`src/logic/fsv_consts.svh`:
```
// Purpose: named constants for the fault supervisor
// Assumes: 25 MHz clock
// Notes: definitions only
`ifndef FSV_CONSTS_SVH
`define FSV_CONSTS_SVH
// status byte bit positions
`define FSV_BIT_DMEM 0
`define FSV_BIT_PMEM 1
`define FSV_BIT_FILM 2
`define FSV_BIT_SENS 3
`define FSV_BIT_PWR 5
`define FSV_BIT_CARD 6
// fault index codes in priority order
`define FSV_F_PMEM 3'h0
`define FSV_F_DMEM 3'h1
`define FSV_F_FILM 3'h2
`define FSV_F_PWR 3'h3
`define FSV_F_OSC 3'h4
`define FSV_F_CARD 3'h5
`define FSV_F_NONE 3'h7
// alternation half period
`define FSV_ALT_MS 500
`define FSV_CLK_KHZ 25000
`define FSV_ALT_CYC (`FSV_ALT_MS * `FSV_CLK_KHZ)
// reset values
`define FSV_PEND_RST 6'h00
`define FSV_STAT_RST 8'h00
`endif

```
`src/logic/fsv_pkg.sv`:
```
// Purpose: shared types for the fault supervisor
// Assumes: included constants header
// Notes: types only
package fsv_pkg;
	// raw fault detections, one per source
	typedef struct packed {
		logic card;
		logic osc;
		logic pwr;
		logic film;
		logic dmem;
		logic pmem;
	} fsv_det_s;
	// display selector
	typedef enum logic [1:0] {
		FSV_DISP_MEAS = 2'b00,
		FSV_DISP_MSG = 2'b01,
		FSV_DISP_HELD = 2'b10
	} fsv_disp_e;
	// panel outputs
	typedef struct packed {
		fsv_disp_e sel;
		logic [2:0] code;
	} fsv_panel_s;
endpackage : fsv_pkg

```
`src/logic/fsv_sync.sv`:
```
// Purpose: three-stage input synchroniser
// Assumes: async input, one clock
// Notes: output changes when stages two and three agree
`timescale 1ns/1ps
module fsv_sync #(
	parameter int W = 1
) (
	// clock and reset
	input wire logic clk,
	input wire logic rst_b,
	// data
	input wire logic [W-1:0] din,
	output logic [W-1:0] dout
);
	logic [W-1:0] s1_q; // first stage, read only by s2
	logic [W-1:0] s2_q;
	logic [W-1:0] s3_q;
	////////////////////////////////////////////////////////////
	// shift chain
	always_ff @(posedge clk) begin
		if (!rst_b) begin
			s1_q <= '0;
			s2_q <= '0;
			s3_q <= '0;
		end else begin
			s1_q <= din;
			s2_q <= s1_q;
			s3_q <= s2_q;
		end
	end
	// accept a level when the last two agree
	always_ff @(posedge clk) begin
		if (!rst_b) begin
			dout <= '0;
		end else if (s2_q == s3_q) begin
			dout <= s3_q;
		end
	end
endmodule : fsv_sync

```
`src/logic/fsv_top.sv`:
```
// Purpose: fault supervisor top
// Assumes: fault detect lines come from other clock logic or pins
// Notes: reset models power cycle; card cleared by card_swap strobe
`timescale 1ns/1ps
`include "fsv_consts.svh"
module fsv_top #(
	parameter int ALT_CYC = `FSV_ALT_CYC
) (
	// clock and reset
	input wire logic clk,
	input wire logic rst_b,
	// fault detections from self test (async levels)
	input wire fsv_pkg::fsv_det_s det,
	input wire logic sens_in_fail,
	// power-up memory test done and result
	input wire logic mtest_done,
	input wire logic mtest_fail,
	// operator and system
	input wire logic stop_key,
	input wire logic card_swap,
	input wire logic run_req,
	// panel
	output fsv_pkg::fsv_panel_s panel,
	// shutter and process
	output logic shutter_open,
	output logic run_en,
	output logic ops_inhibit,
	output logic film_check,
	// status
	output logic [7:0] status
);
	fsv_pkg::fsv_det_s det_s; // synchronised detections
	logic [1:0] misc_s; // synced stop key and card swap
	logic stop_q; // previous stop level
	logic card_q; // previous card swap level
	logic stop_p; // stop press pulse
	logic card_p; // card swap pulse
	logic [5:0] pend_q; // latched faults, bit order as struct
	logic [5:0] now_v; // live conditions
	logic [2:0] sel_d; // highest priority pending
	logic hard_v; // memory fault present
	logic run_q; // run was active
	logic resume_q; // run to resume after power clear
	logic film_prev_q; // film latch one cycle back
	logic alt_q; // alternation phase, high shows held values
	logic [31:0] alt_cnt_q; // cycles into the current phase
	logic any_v; // some fault latched
	////////////////////////////////////////////////////////////
	// input synchronisers
	fsv_sync #(.W(6)) u_sync_det (
		.clk(clk),
		.rst_b(rst_b),
		.din(det),
		.dout(det_s)
	);
	fsv_sync #(.W(2)) u_sync_misc (
		.clk(clk),
		.rst_b(rst_b),
		.din({card_swap, stop_key}),
		.dout(misc_s)
	);
	// priority pick, used for display selection
	function automatic logic [2:0] pick(input logic [5:0] p);
		logic [2:0] r;
		r = `FSV_F_NONE;
		for (int i = 5; i >= 0; i--) begin
			if (p[i]) begin
				r = 3'(i);
			end
		end
		return r;
	endfunction : pick
	////////////////////////////////////////////////////////////
	// edge detect on synced keys
	always_ff @(posedge clk) begin
		if (!rst_b) begin
			stop_q <= 1'b0;
			card_q <= 1'b0;
		end else begin
			stop_q <= misc_s[0];
			card_q <= misc_s[1];
		end
	end
	// one-cycle press and swap pulses
	assign stop_p = misc_s[0] & ~stop_q;
	assign card_p = misc_s[1] & ~card_q;
	// live conditions, shown fault and memory lock
	assign now_v = det_s;
	assign sel_d = pick(pend_q);
	assign hard_v = pend_q[`FSV_F_PMEM] | pend_q[`FSV_F_DMEM];
	assign any_v = |pend_q;
	////////////////////////////////////////////////////////////
	// fault latches; set wins over clear
	always_ff @(posedge clk) begin
		if (!rst_b) begin
			pend_q <= `FSV_PEND_RST;
		end else begin
			for (int i = 0; i < 6; i++) begin
				if (now_v[i]) begin
					pend_q[i] <= 1'b1;
				end else if (i == int'(`FSV_F_CARD) && card_p) begin
					pend_q[i] <= 1'b0;
				end else if (stop_p && !hard_v && sel_d == 3'(i)
					&& i >= int'(`FSV_F_FILM) && i <= int'(`FSV_F_OSC)) begin
					pend_q[i] <= 1'b0;
				end
			end
			// power-up memory test result
			if (mtest_done && mtest_fail) begin
				pend_q[`FSV_F_DMEM] <= 1'b1;
			end
			// memory faults never clear here
		end
	end
	////////////////////////////////////////////////////////////
	// alternation timer for clearable faults
	always_ff @(posedge clk) begin
		if (!rst_b || !any_v || hard_v) begin
			alt_cnt_q <= '0;
			alt_q <= 1'b0;
		end else if (alt_cnt_q >= 32'(ALT_CYC - 1)) begin
			alt_cnt_q <= '0;
			alt_q <= ~alt_q;
		end else begin
			alt_cnt_q <= alt_cnt_q + 32'h00000001;
		end
	end
	////////////////////////////////////////////////////////////
	// display selection
	always_ff @(posedge clk) begin
		if (!rst_b) begin
			panel <= '{sel: fsv_pkg::FSV_DISP_MEAS, code: `FSV_F_NONE};
		end else if (hard_v) begin
			panel <= '{sel: fsv_pkg::FSV_DISP_MSG, code: sel_d};
		end else if (any_v) begin
			panel.code <= sel_d;
			panel.sel <= alt_q ? fsv_pkg::FSV_DISP_HELD : fsv_pkg::FSV_DISP_MSG;
		end else begin
			panel <= '{sel: fsv_pkg::FSV_DISP_MEAS, code: `FSV_F_NONE};
		end
	end
	////////////////////////////////////////////////////////////
	// run tracking and power resume
	always_ff @(posedge clk) begin
		if (!rst_b) begin
			run_q <= 1'b0;
			resume_q <= 1'b0;
		end else begin
			if (now_v[`FSV_F_PWR] && run_q) begin
				resume_q <= 1'b1;
			end else if (!any_v && run_req) begin
				// resume holds the run until the process request is back
				resume_q <= 1'b0;
			end
			if (any_v) begin
				run_q <= run_q; // held through faults
			end else begin
				run_q <= run_req | resume_q;
			end
		end
	end
	////////////////////////////////////////////////////////////
	// shutter, run enable, inhibit
	always_ff @(posedge clk) begin
		if (!rst_b) begin
			shutter_open <= 1'b0;
			run_en <= 1'b0;
			ops_inhibit <= 1'b0;
		end else begin
			shutter_open <= !any_v && !(|now_v) && (run_req | resume_q);
			run_en <= !any_v && !(|now_v) && (run_req | resume_q);
			ops_inhibit <= hard_v | now_v[`FSV_F_PMEM] | now_v[`FSV_F_DMEM];
		end
	end
	////////////////////////////////////////////////////////////
	// film data check pulse on new film fault
	always_ff @(posedge clk) begin
		if (!rst_b) begin
			film_prev_q <= 1'b0;
			film_check <= 1'b0;
		end else begin
			film_prev_q <= pend_q[`FSV_F_FILM];
			film_check <= pend_q[`FSV_F_FILM] & ~film_prev_q;
		end
	end
	////////////////////////////////////////////////////////////
	// status byte
	always_ff @(posedge clk) begin
		if (!rst_b) begin
			status <= `FSV_STAT_RST;
		end else begin
			status <= `FSV_STAT_RST;
			status[`FSV_BIT_DMEM] <= pend_q[`FSV_F_DMEM];
			status[`FSV_BIT_PMEM] <= pend_q[`FSV_F_PMEM];
			status[`FSV_BIT_FILM] <= pend_q[`FSV_F_FILM];
			status[`FSV_BIT_SENS] <= sens_in_fail;
			status[`FSV_BIT_PWR] <= pend_q[`FSV_F_PWR];
			status[`FSV_BIT_CARD] <= pend_q[`FSV_F_CARD];
		end
	end
endmodule : fsv_top

```
`config.mk`:
```
export PLATFORM = sky130hd
export DESIGN_NAME = fsv_top
export DESIGN_NICKNAME = d
export VERILOG_FILES = /design/src/logic/fsv_pkg.sv /design/src/logic/fsv_sync.sv /design/src/logic/fsv_top.sv
export VERILOG_INCLUDE_DIRS = /design/src /design/src/logic
export SDC_FILE = /design/constraint.sdc
export NUM_CORES = 1
export LEC_CHECK = 0
export ABC_AREA = 1
export BUFFER_PORTS_ARGS = -buffer_cell sky130_fd_sc_hd__buf_4
export CORE_MARGIN = 5
export CORE_UTILIZATION = 29
export CTS_CLUSTER_DIAMETER = 100
export DETAILED_ROUTE_END_ITERATION = 12
export SYNTH_ARGS = -nofsm -noshare
export SYNTH_HDL_FRONTEND = slang
export SYNTH_HIERARCHICAL = 1
export SYNTH_SLANG_ARGS = --single-unit
export TNS_END_PERCENT = 1
```
`constraint.sdc`:
```
create_clock -name clk -period 1.97 [get_ports clk]
set_clock_uncertainty 0.1 [all_clocks]
set_input_delay 0.197 -clock clk [delete_from_list [all_inputs] [get_ports clk]]
set_output_delay 0.197 -clock clk [all_outputs]
set_load 0.01 [all_outputs]
```
==> Yosys cells after proc, flatten, opt, wreduce, memory -nomap -nowiden <==
Index checks and enable logic that the tools add are counted.
Widths: inputs -> output; s select.
{ "totals": {"reg_bits": 92, "inputBits": 14, "output_inout_bits": 17, "wordCells": 95} }
{ "op_classes": {"n_addsub": 1, "n_lt_le_gt_ge": 1, "n_eq_ne": 5, "n_mux": 21, "bitwise": 13, "reduce_logical": 25} }
{ "op_table": {"columns": ["cell", "n"], "rows": [
  ["$add 32x1->32 const B", 1],
  ["$ge 32x24->1 const B", 1],
  ["$mux 1", 12],
  ["$mux 3", 4],
  ["$reduce_bool 2->1", 6],
  ["$reduce_or 6->1", 2],
  ["$logic_and 1x1->1", 9],
  ["$mux 4", 2],
  ["$eq 3x2->1 const B", 2],
  ["$eq 6x6->1", 1],
  ["$mux 2", 3],
  ["$not 1->1", 6],
  ["$logic_not 1->1", 4],
  ["$or 1x1->1", 4],
  ["$and 1x1->1", 3],
  ["$eq 3x3->1 const B", 1],
  ["$reduce_or 3->1", 1],
  ["$eq 2x2->1", 1],
  ["$logic_or 1x1->1", 2],
  ["$reduce_or 2->1", 1]
]} }

==> Longest topological paths before layout <==
Gate-level depths: netlist of run 1.
{ "depth": {"depth_word": 10, "depth_mapped": 11, "mapped_depth_nobuf": 11} }

==> By module <==
Netlist of run 1, hierarchy kept.
{ "by_module_without_submodules": {"columns": ["mod", "n_inst", "cells_each", "area_per_inst_um2", "seq_area_each_um2"], "rows": [
  ["fsv_top", 1, 310, 2467.4, 1141.1],
  ["fsv_sync (u_sync_det)", 1, 126, 883.3, 480.5],
  ["fsv_sync (u_sync_misc)", 1, 38, 277.8, 160.2]
]} }

==> Worst setup path before layout of run 1 <==
No wires, ideal clock.
{ "synth_path": {"path_type": "register to register", "start": "reg alt_cnt_q[0]", "end": "reg alt_cnt_q[20]", "setup_time_ns": 0.066, "t_arrival_ns": 1.336, "required_time_ns": 1.804, "setup_slack_ns": 0.468, "stages_incl_launch_ff": 12, "path_buffers": 1, "synth_period_minus_slack_ns": 1.502, "cell_sequence": "dfxtp_1 -> ha_1 -> nand2_1 -> inv_1 -> nand2_1 -> nand2_1 -> nand2_1 -> nand2_1 -> nand2_2 -> nand3b_4 -> buf_12 -> a21oi_2"} }
{ "synth_between": {"elab_chain_len": 2, "word_cells_on_any_way": 3, "classes_between": "1 x add/sub; 1 x order compare; 1 x reduce/logical"} }
{ "synth_lines": {"columns": ["element", "line_no", "rtl"], "rows": [
  ["start: declaration", "fsv_top.sv:46", "logic [31:0] alt_cnt_q;"],
  ["start signal: assignment", "fsv_top.sv:125", "alt_cnt_q <= alt_cnt_q + 32'h00000001;"],
  ["$ge 32x24->1", "fsv_top.sv:121", "end else if (alt_cnt_q >= 32'(ALT_CYC - 1)) begin"],
  ["$reduce_or 2->1 (no source line)", null, null]
]} }
Parallel ways exist; a longest one is shown, timed or not.
A chain may end at the register's enable or synchronous reset.

==> Worst setup path in the final report of run 1 <==
{ "layout_path": {"start": "reg alt_cnt_q[0]", "end": "reg alt_cnt_q[16]"} }
Same word-level chain as after synthesis.

==> results of run 1 <==
layer usage:
metal / part of all wire (%) / up-vias / GRT usage, %
met5: 0 / - / 0
met4: 2.3 / 0 / 4.832
met3: 5.3 / 14 / 3.110
met2: 46 / 55 / 15.85
met1: 46 / 1240 / 11.70
li1: - / 1502 / -
layout by cell type (no fill, tap or decap), types with 4 or more instances in the layout:
cell           Yosys  final
xor2_1            10     10
nand2_1          129    129
clkbuf_16          0      9
a21oi_1            9      9
nor2_1            52     52
buf_4              5     30
a21oi_2            4      4
o21ai_0            9      9
nor2_4             6      6
nor2_2            19     19
dfxtp_1           89     89
conb_1             1     10
nor3_1             7      7
inv_1             83     83
dlygate4sd3_1      0     10
nand3_1           17     17
sequential cells by signal, summed over array words and instances, names as in the netlist, 5 cells and up:
register	count
alt_cnt_q	32
u_sync_det/s2_q	6
pend_q	6
u_sync_det/s3_q	6
u_sync_det/s1_q	6
status	6
panel	5
u_sync_det/dout	6
power breakdown:
group / switching (W) / leakage [nW] / internal (W)
clock: 0.000740 / 0.146 / 0.00101
sequential: 0.0000506 / 0.729 / 0.00190
combinational: 0.000185 / 1.11 / 0.000150
total: 0.000975 / 1.99 / 0.00306
final cells by class:
| class | instances | area [um^2] |
|---|---|---|
| multi-input combinational | 296 | 1450 |
| inverter | 87 | 329.1 |
| sequential | 89 | 1782 |
| fill | 1269 | 7735 |
| clock inverter | 7 | 85.08 |
| clock buffer | 9 | 225.2 |
| timing repair buffer | 41 | 345.3 |
| tap | 168 | 210.2 |
final timing paths:
| path | from | end | slack (ns) |
|---|---|---|---|
| setup / recovery | alt_cnt_q[0] | alt_cnt_q[16] | 0.29 |
| hold / removal | mtest_fail | pend_q[1] | 0.06 |
| setup reg to reg | alt_cnt_q[0] | alt_cnt_q[16] | 0.29 |
| hold reg to reg | u_sync_misc/s1_q[0] | u_sync_misc/s2_q[0] | 0.31 |
worst max-delay path, cell delays in order, from the launching register on:
cell and delay (ns):
dfxtp_1 0.37, ha_1 0.18, nand2_1 0.08, inv_1 0.10, nand3_1 0.19, nor2_2 0.23
nand3_1 0.11, xor2_1 0.18, nor2_2 0.04
cells by family (layout without fill, tap and decap cells):
family	count (synthesis)	count (layout)	share of synthesized area [%]
xor gates and xnor gates	11	11	2.655
and+or+nand+nor	249	249	31.93
other	1	10	0.1033
AOI/OAI and AO/OA	25	25	4.000
adders and majority gates	1	1	0.3448
buffers and inverters	98	144	11.86
DFF	89	89	49.10
through the flow:
stage                     util [%]  setup slack (ns)  instances  hold WS (ns)
final                        36.40            0.2914        697       0.06024
after global routing         36.40            0.1339        697       0.05713
after floorplan                  -            0.4675        483        0.1905
after detailed placement     33.02            0.3017        671        0.2819
after CTS                    36.40            0.2587        697       0.04290
after global placement       33.02            0.3711        671        0.2806
what timing repair did:
action                                 in CTS  in global routing
resized for setup                           0                  0
endpoints found under the hold margin      10                  0
hold buffers                               10                  0
==> impl_metrics.ini, run 1 <==
[run_status]
run_status = finished, final reports clean

[power_and_ir_drop]
power_density_nw_per_um2 = 910.5
fin_total_pwr_w = 0.004031
p_leak_nw = 1.987
peakVddDrop_uv = 553.1

[synth]
yosys_register_bits = 89
ys_seq_area_share_pct = 49.10
syn_inst = 474
synthTopCellsByCount = nand2_1, dfxtp_1, inv_1
syn_area_per_cell_um2 = 7.655
synth_top_area_share_pct = 49.10
async_flop_share_pct = 0
synth_area_leaders = dfxtp_1, nand2_1, inv_1
synth_flop_cell = dfxtp_1
synth_cell_types = 36
synth-edff-count = 0
yosysWarnings = 6
yosys.cell_count.top_type = nand2_1
syn_area_um2 = 3628
yosysTopAreaCell = dfxtp_1

[placement]
numPortBuffers = 28
hpwl_mm = 4.901
place_congestion = 0.8338
placed_area_um2 = 4016

[finish]
final_cell_area_um2 = 4427
area_growth_pct = 22.00
layout-drive-gt1-share_pct = 17.77
diodes = 0
layout.nets = 539

[critical_path]
startpoint_type = flip-flop
arrival_ns = 1.81
cp_data_required_time_ns = 2.10
critical_path_peak_fanout = 5
end_kind = flip-flop
r2r_cells = 8
critPathKind = reg2reg

[drt]
drc = 0
routed_wl_mm = 6.569
via_per_inst = 4.033
wl_per_cell_um = 9.425
drtAntennaViolNets = 0
drt-pass1-iter-count = 4
dr.first_iter.drc_count = 173
vias = 2811

[run]
cap_viol_max_count = 0

[grt]
track_usage_pct = 9.787
grt_pass1_wl_mm = 11.61
grt_start_max_net_pins = 28
grt.overflow.total = 0
grt_antenna_before_repair = 0
grt_pass1_vias = 2718

[worst_hold_path]
min_delay_path_depth = 3
hold_path.class = in2reg

[die]
core_um2 = 12160
die_area_um2 = 14850
die_x_um = 121.9
initial_core_util_pct = 29.84
fp.dieH_um = 121.9
rows = 40
io_pins = 31

[clock_network]
ctsRootBufferMaster = clkbuf_16
cts_max_path_buffers = 2
cts_setup_buffers = 0
path_clk_slew_ns = 0.07
h-tree-depth = 3
clkLatencyLatePin_ns = 0.34
cts_tree = yes
cts-buffers-inserted = 9
cts_sinks = 89

[timing]
final_max_slew_viol_count = 0
setup_violations = 0
grt_setup_unrepaired = false
clock.fmax_mhz = 595.7
min_period_ns = 1.679
post-route-period-util_pct = 85.21
report.final.hold_viol_count = 0
setup_tns_ns = 0
No activity file was read; power rests on OpenSTA's default activity.
==> inputs of run 2 (changes only) <==
Settings changed: CTS_BUF_LIST set to sky130_fd_sc_hd__clkbuf_8.
==> impl_metrics.ini, run 2 (synthesized netlist as in run 1, its figures left out) <==
[run_status]
run_status = finished, final reports clean

[placement]
numPortBuffers = 28
hpwl_mm = 4.901
place_congestion = 0.8338

[finish]
diodes = 0
largest_reg_flops = 32
area_growth_pct = 19.48
regMostFlops = alt_cnt_q
final_common_cell = nand2_1
layout-drive-gt1-share_pct = 17.74
layout.nets = 540
final_util_pct = 35.65
final_cell_mix = nand2_1, dfxtp_1, inv_1

[drt]
vias = 2815
dr.first_iter.drc_count = 155
via_per_inst = 4.033
wl_per_cell_um = 9.358
drc = 0
drtAntennaViolNets = 0
drt-pass1-iter-count = 4
routed_wl_mm = 6.532

[timing]
post-route-period-util_pct = 85.47
clock.fmax_mhz = 593.9
min_period_ns = 1.684
report.final.hold_viol_count = 0
setup_violations = 0
final_max_slew_viol_count = 0
setup_tns_ns = 0
grt_setup_unrepaired = false
holdWs_ns = 0.03177

[die]
initial_core_util_pct = 29.84
die_x_um = 121.9
rows = 40
fp.dieH_um = 121.9
io_pins = 31
die_area_um2 = 14850
core_um2 = 12160

[critical_path]
worst_r2r_startpoint = alt_cnt_q[0]
crit_path_cell_trace = ha_1 > nand2_1 > inv_1 > nand2_1 > nand2_1 > nand2_1 > nand2_1 > nand2_2 > nand3b_4 > buf_12 > nor3_1
slowest_stage = dfxtp_1
end_kind = flip-flop
critPathTopFamily = simple AND/OR/NAND/NOR gates
r2r_cells = 11
critical_path_peak_fanout = 24
cp_data_required_time_ns = 2.16
critPathKind = reg2reg
r2r_slack_ns = 0.29
path_common_cell = nand2_1
critPathBufInv = 2
critPathMaxStageDelay_ns = 0.34
rr_endpoint = alt_cnt_q[2]
arrival_ns = 1.87
startpoint_type = flip-flop

[grt]
grt.overflow.total = 0
grt_antenna_before_repair = 0
grt_pass1_vias = 2675
grt_pass1_wl_mm = 11.56
grt_start_max_net_pins = 28
track_usage_pct = 9.748

[worst_hold_path]
hp-start = mtest_done
hold_path.class = in2reg
hold-path-endpoint = pend_q[1]
min_delay_path_depth = 3

[clock_network]
clkLatencyLatePin_ns = 0.37
postCtsHoldBufs = 11
cts_max_path_buffers = 2
cts_tree = yes
path_clk_slew_ns = 0.10
cts_sinks = 89
h-tree-depth = 3
ctsResizeCount = 0
cts-buffers-inserted = 9
ctsRootBufferMaster = clkbuf_8
cts_setup_buffers = 0

[power_and_ir_drop]
power_density_nw_per_um2 = 826.2
peakVddDrop_uv = 511.4
p_leak_nw = 1.945

[run]
cap_viol_max_count = 0
## run 2: per-stage QoR
stage	setup slack [ns]	std cells	cell area [um^2]	total power (W)
finish	0.2862	698	4335	0.003582
global route	0.1270	698	4335	0.003794
global placement	0.3711	671	4016	0.002306
detailed placement	0.3017	671	4016	0.002313
CTS	0.2530	698	4335	0.003657
floorplan	0.4675	483	3662	0.002199
## run 2: worst max path at each step
stage	from	end	slack [ns]	depth (start not counted)
global placement	pend_q[1]	run_en	0.37	5
finish	alt_cnt_q[0]	alt_cnt_q[2]	0.29	11
CTS	alt_cnt_q[0]	alt_cnt_q[2]	0.25	11
detailed placement	alt_cnt_q[0]	alt_cnt_q[2]	0.30	11
floorplan	alt_cnt_q[0]	alt_cnt_q[20]	0.47	11
global route	alt_cnt_q[0]	alt_cnt_q[2]	0.13	11
## run 2: cell type report
cell class	count	area (um^2)
fillers	1277	7826
flip-flops and latches	89	1782
multi-input cells	296	1450
repair buffers	42	355.3
inverters	87	329.1
well taps	168	210.2
clock buffers	9	123.9
clock inverters	7	85.08
## run 2: where the power goes
| part | switching (W) | leakage [nW] | internal (W) |
|---|---|---|---|
| Clock | 0.000688 | 0.100 | 0.000612 |
| Sequential | 0.0000504 | 0.729 | 0.00189 |
| Combinational | 0.000185 | 1.12 | 0.000152 |
## run 2: routing by layer
metal / track usage (%) / routed length [um]
met5: 0 / 0
met4: 4.062 / 135
met3: 3.621 / 357
met2: 15.75 / 3017
met1: 11.68 / 3022
## run 2: worst reg2reg max path: stages (launching register included)
cell and delay (ns):
dfxtp_1 0.34, ha_1 0.21, nand2_1 0.10, inv_1 0.07, nand2_1 0.07, nand2_1 0.06, nand2_1 0.07, nand2_1 0.05
nand2_2 0.10, nand3b_4 0.09, buf_12 0.18, nor3_1 0.16
==> inputs of run 3 (changes only) <==
Settings changed: SETUP_SLACK_MARGIN set to 0.3.
==> impl_metrics.ini, run 3 (synthesized netlist as in run 1, its figures left out) <==
[run_status]
run_status = finished, final reports clean

[timing]
holdWs_ns = 0.02970
report.final.hold_viol_count = 0
final_max_slew_viol_count = 0
post-route-period-util_pct = 81.05
setup_tns_ns = 0
clock.fmax_mhz = 626.3
min_period_ns = 1.597
worst_slack_ns = 0.3733
setup_violations = 0
grt_setup_unrepaired = true

[critical_path]
critPathTopFamily = simple AND/OR/NAND/NOR gates
critical_path_peak_fanout = 6
end_kind = flip-flop
startpoint_type = flip-flop
arrival_ns = 1.80
critPathBufInv = 2
r2r_slack_ns = 0.37
crit_path_cell_trace = ha_2 > nand2_2 > inv_2 > nand2_2 > nand2_1 > nand2_1 > nand2_1 > nand2_2 > nand3b_4 > clkbuf_16 > a21oi_2
critPathMaxStageDelay_ns = 0.34
slowest_stage = dfxtp_2
cp_data_required_time_ns = 2.18
critPathKind = reg2reg

[drt]
via_per_inst = 4.073
drtAntennaViolNets = 0
routed_wl_mm = 6.923
drc = 0
vias = 2859
dr.first_iter.drc_count = 202
wl_per_cell_um = 9.862
drt-pass1-iter-count = 4

[die]
rows = 40
io_pins = 31
initial_core_util_pct = 29.84
fp.dieH_um = 121.9
die_area_um2 = 14850
core_um2 = 12160
die_x_um = 121.9

[clock_network]
cts_max_path_buffers = 2
h-tree-depth = 3
path_clk_slew_ns = 0.10
cts_tree = yes
clkLatencyLatePin_ns = 0.37
ctsRootBufferMaster = clkbuf_8
cts_sinks = 89
cts-buffers-inserted = 9

[grt]
grt_pass1_wl_mm = 11.60
track_usage_pct = 9.777
grt_antenna_before_repair = 0
grt_start_max_net_pins = 28
grt.overflow.total = 0
grt_pass1_vias = 2671

[finish]
fill_cells = 1258
layout-drive-gt1-share_pct = 20.60
regMostFlops = alt_cnt_q
final_cells = 702
largest_reg_flops = 32
layout.nets = 544
area_growth_pct = 22.41
ff_latch_area_um2 = 1787
final_cell_mix = nand2_1, dfxtp_1, inv_1
multi_input_area_um2 = 1483
diodes = 0
final_common_cell = nand2_1

[placement]
dp_cells = 671
place_congestion = 0.8338
pre_cts_slack_ns = 0.3017
numPortBuffers = 28
hpwl_mm = 4.901

[run]
cap_viol_max_count = 0

[worst_hold_path]
hold_path.class = in2reg

[power_and_ir_drop]
peakVddDrop_uv = 511.5
p_leak_nw = 1.984
power_density_nw_per_um2 = 807.5
run 3: per-layer routing:
metal / routed length, um / global-route usage, % / up-vias
met5: 0 / 0 / -
met4: 138 / 4.062 / 0
met3: 398 / 3.621 / 14
met2: 3251 / 15.68 / 58
met1: 3135 / 11.82 / 1270
li1: - / - / 1517
run 3: layout make-up:
cell class / count / share of cell area, %
repair buffers: 46 / 9.549
clock buffers: 9 / 2.789
multi-input cells: 296 / 33.38
well taps: 168 / 4.732
inverters: 87 / 7.408
flip-flops and latches: 89 / 40.23
clock inverters: 7 / 1.915
run 3: worst paths after layout:
path	start	to	cells past startpoint
hold reg to reg	u_sync_misc/s1_q[0]	u_sync_misc/s2_q[0]	2
setup / recovery	alt_cnt_q[0]	alt_cnt_q[6]	11
hold / removal	mtest_done	pend_q[1]	3
setup reg to reg	alt_cnt_q[0]	alt_cnt_q[6]	11
run 3: repair_timing:
action                                  4_1_cts  5_1_grt
buffers inserted                              0        1
cloned                                        0        3
hold buffers                                 11        0
pin swaps                                     0        1
endpoints found under the setup margin        1       25
resized for setup                             1       12
endpoints found under the hold margin        12        0
run 3: power by group:
group / internal [W] / total (W) / switching, W / leakage [nW]
Clock: 0.000612 / 0.00130 / 0.000693 / 0.100
Sequential: 0.00189 / 0.00194 / 0.0000504 / 0.731
Combinational: 0.000152 / 0.000337 / 0.000185 / 1.15
run 3: worst register-to-register path, delay by kind of cell, from the launching register on:
family / cells / cell delay (ns)
fa+ha+maj: 1 / 0.19
flops: 1 / 0.34
simple gates: 7 / 0.56
buf+inv: 2 / 0.26
compound gates: 1 / 0.10
run 3: per-stage QoR:
step	total power [W]	util, %	instance area (um^2)
after floorplan	0.002199	-	3662
after global placement	0.002306	33.02	4016
after detailed placement	0.002313	33.02	4016
after CTS	0.003657	35.69	4340
after global routing	0.003794	36.52	4442
final	0.003587	36.52	4442
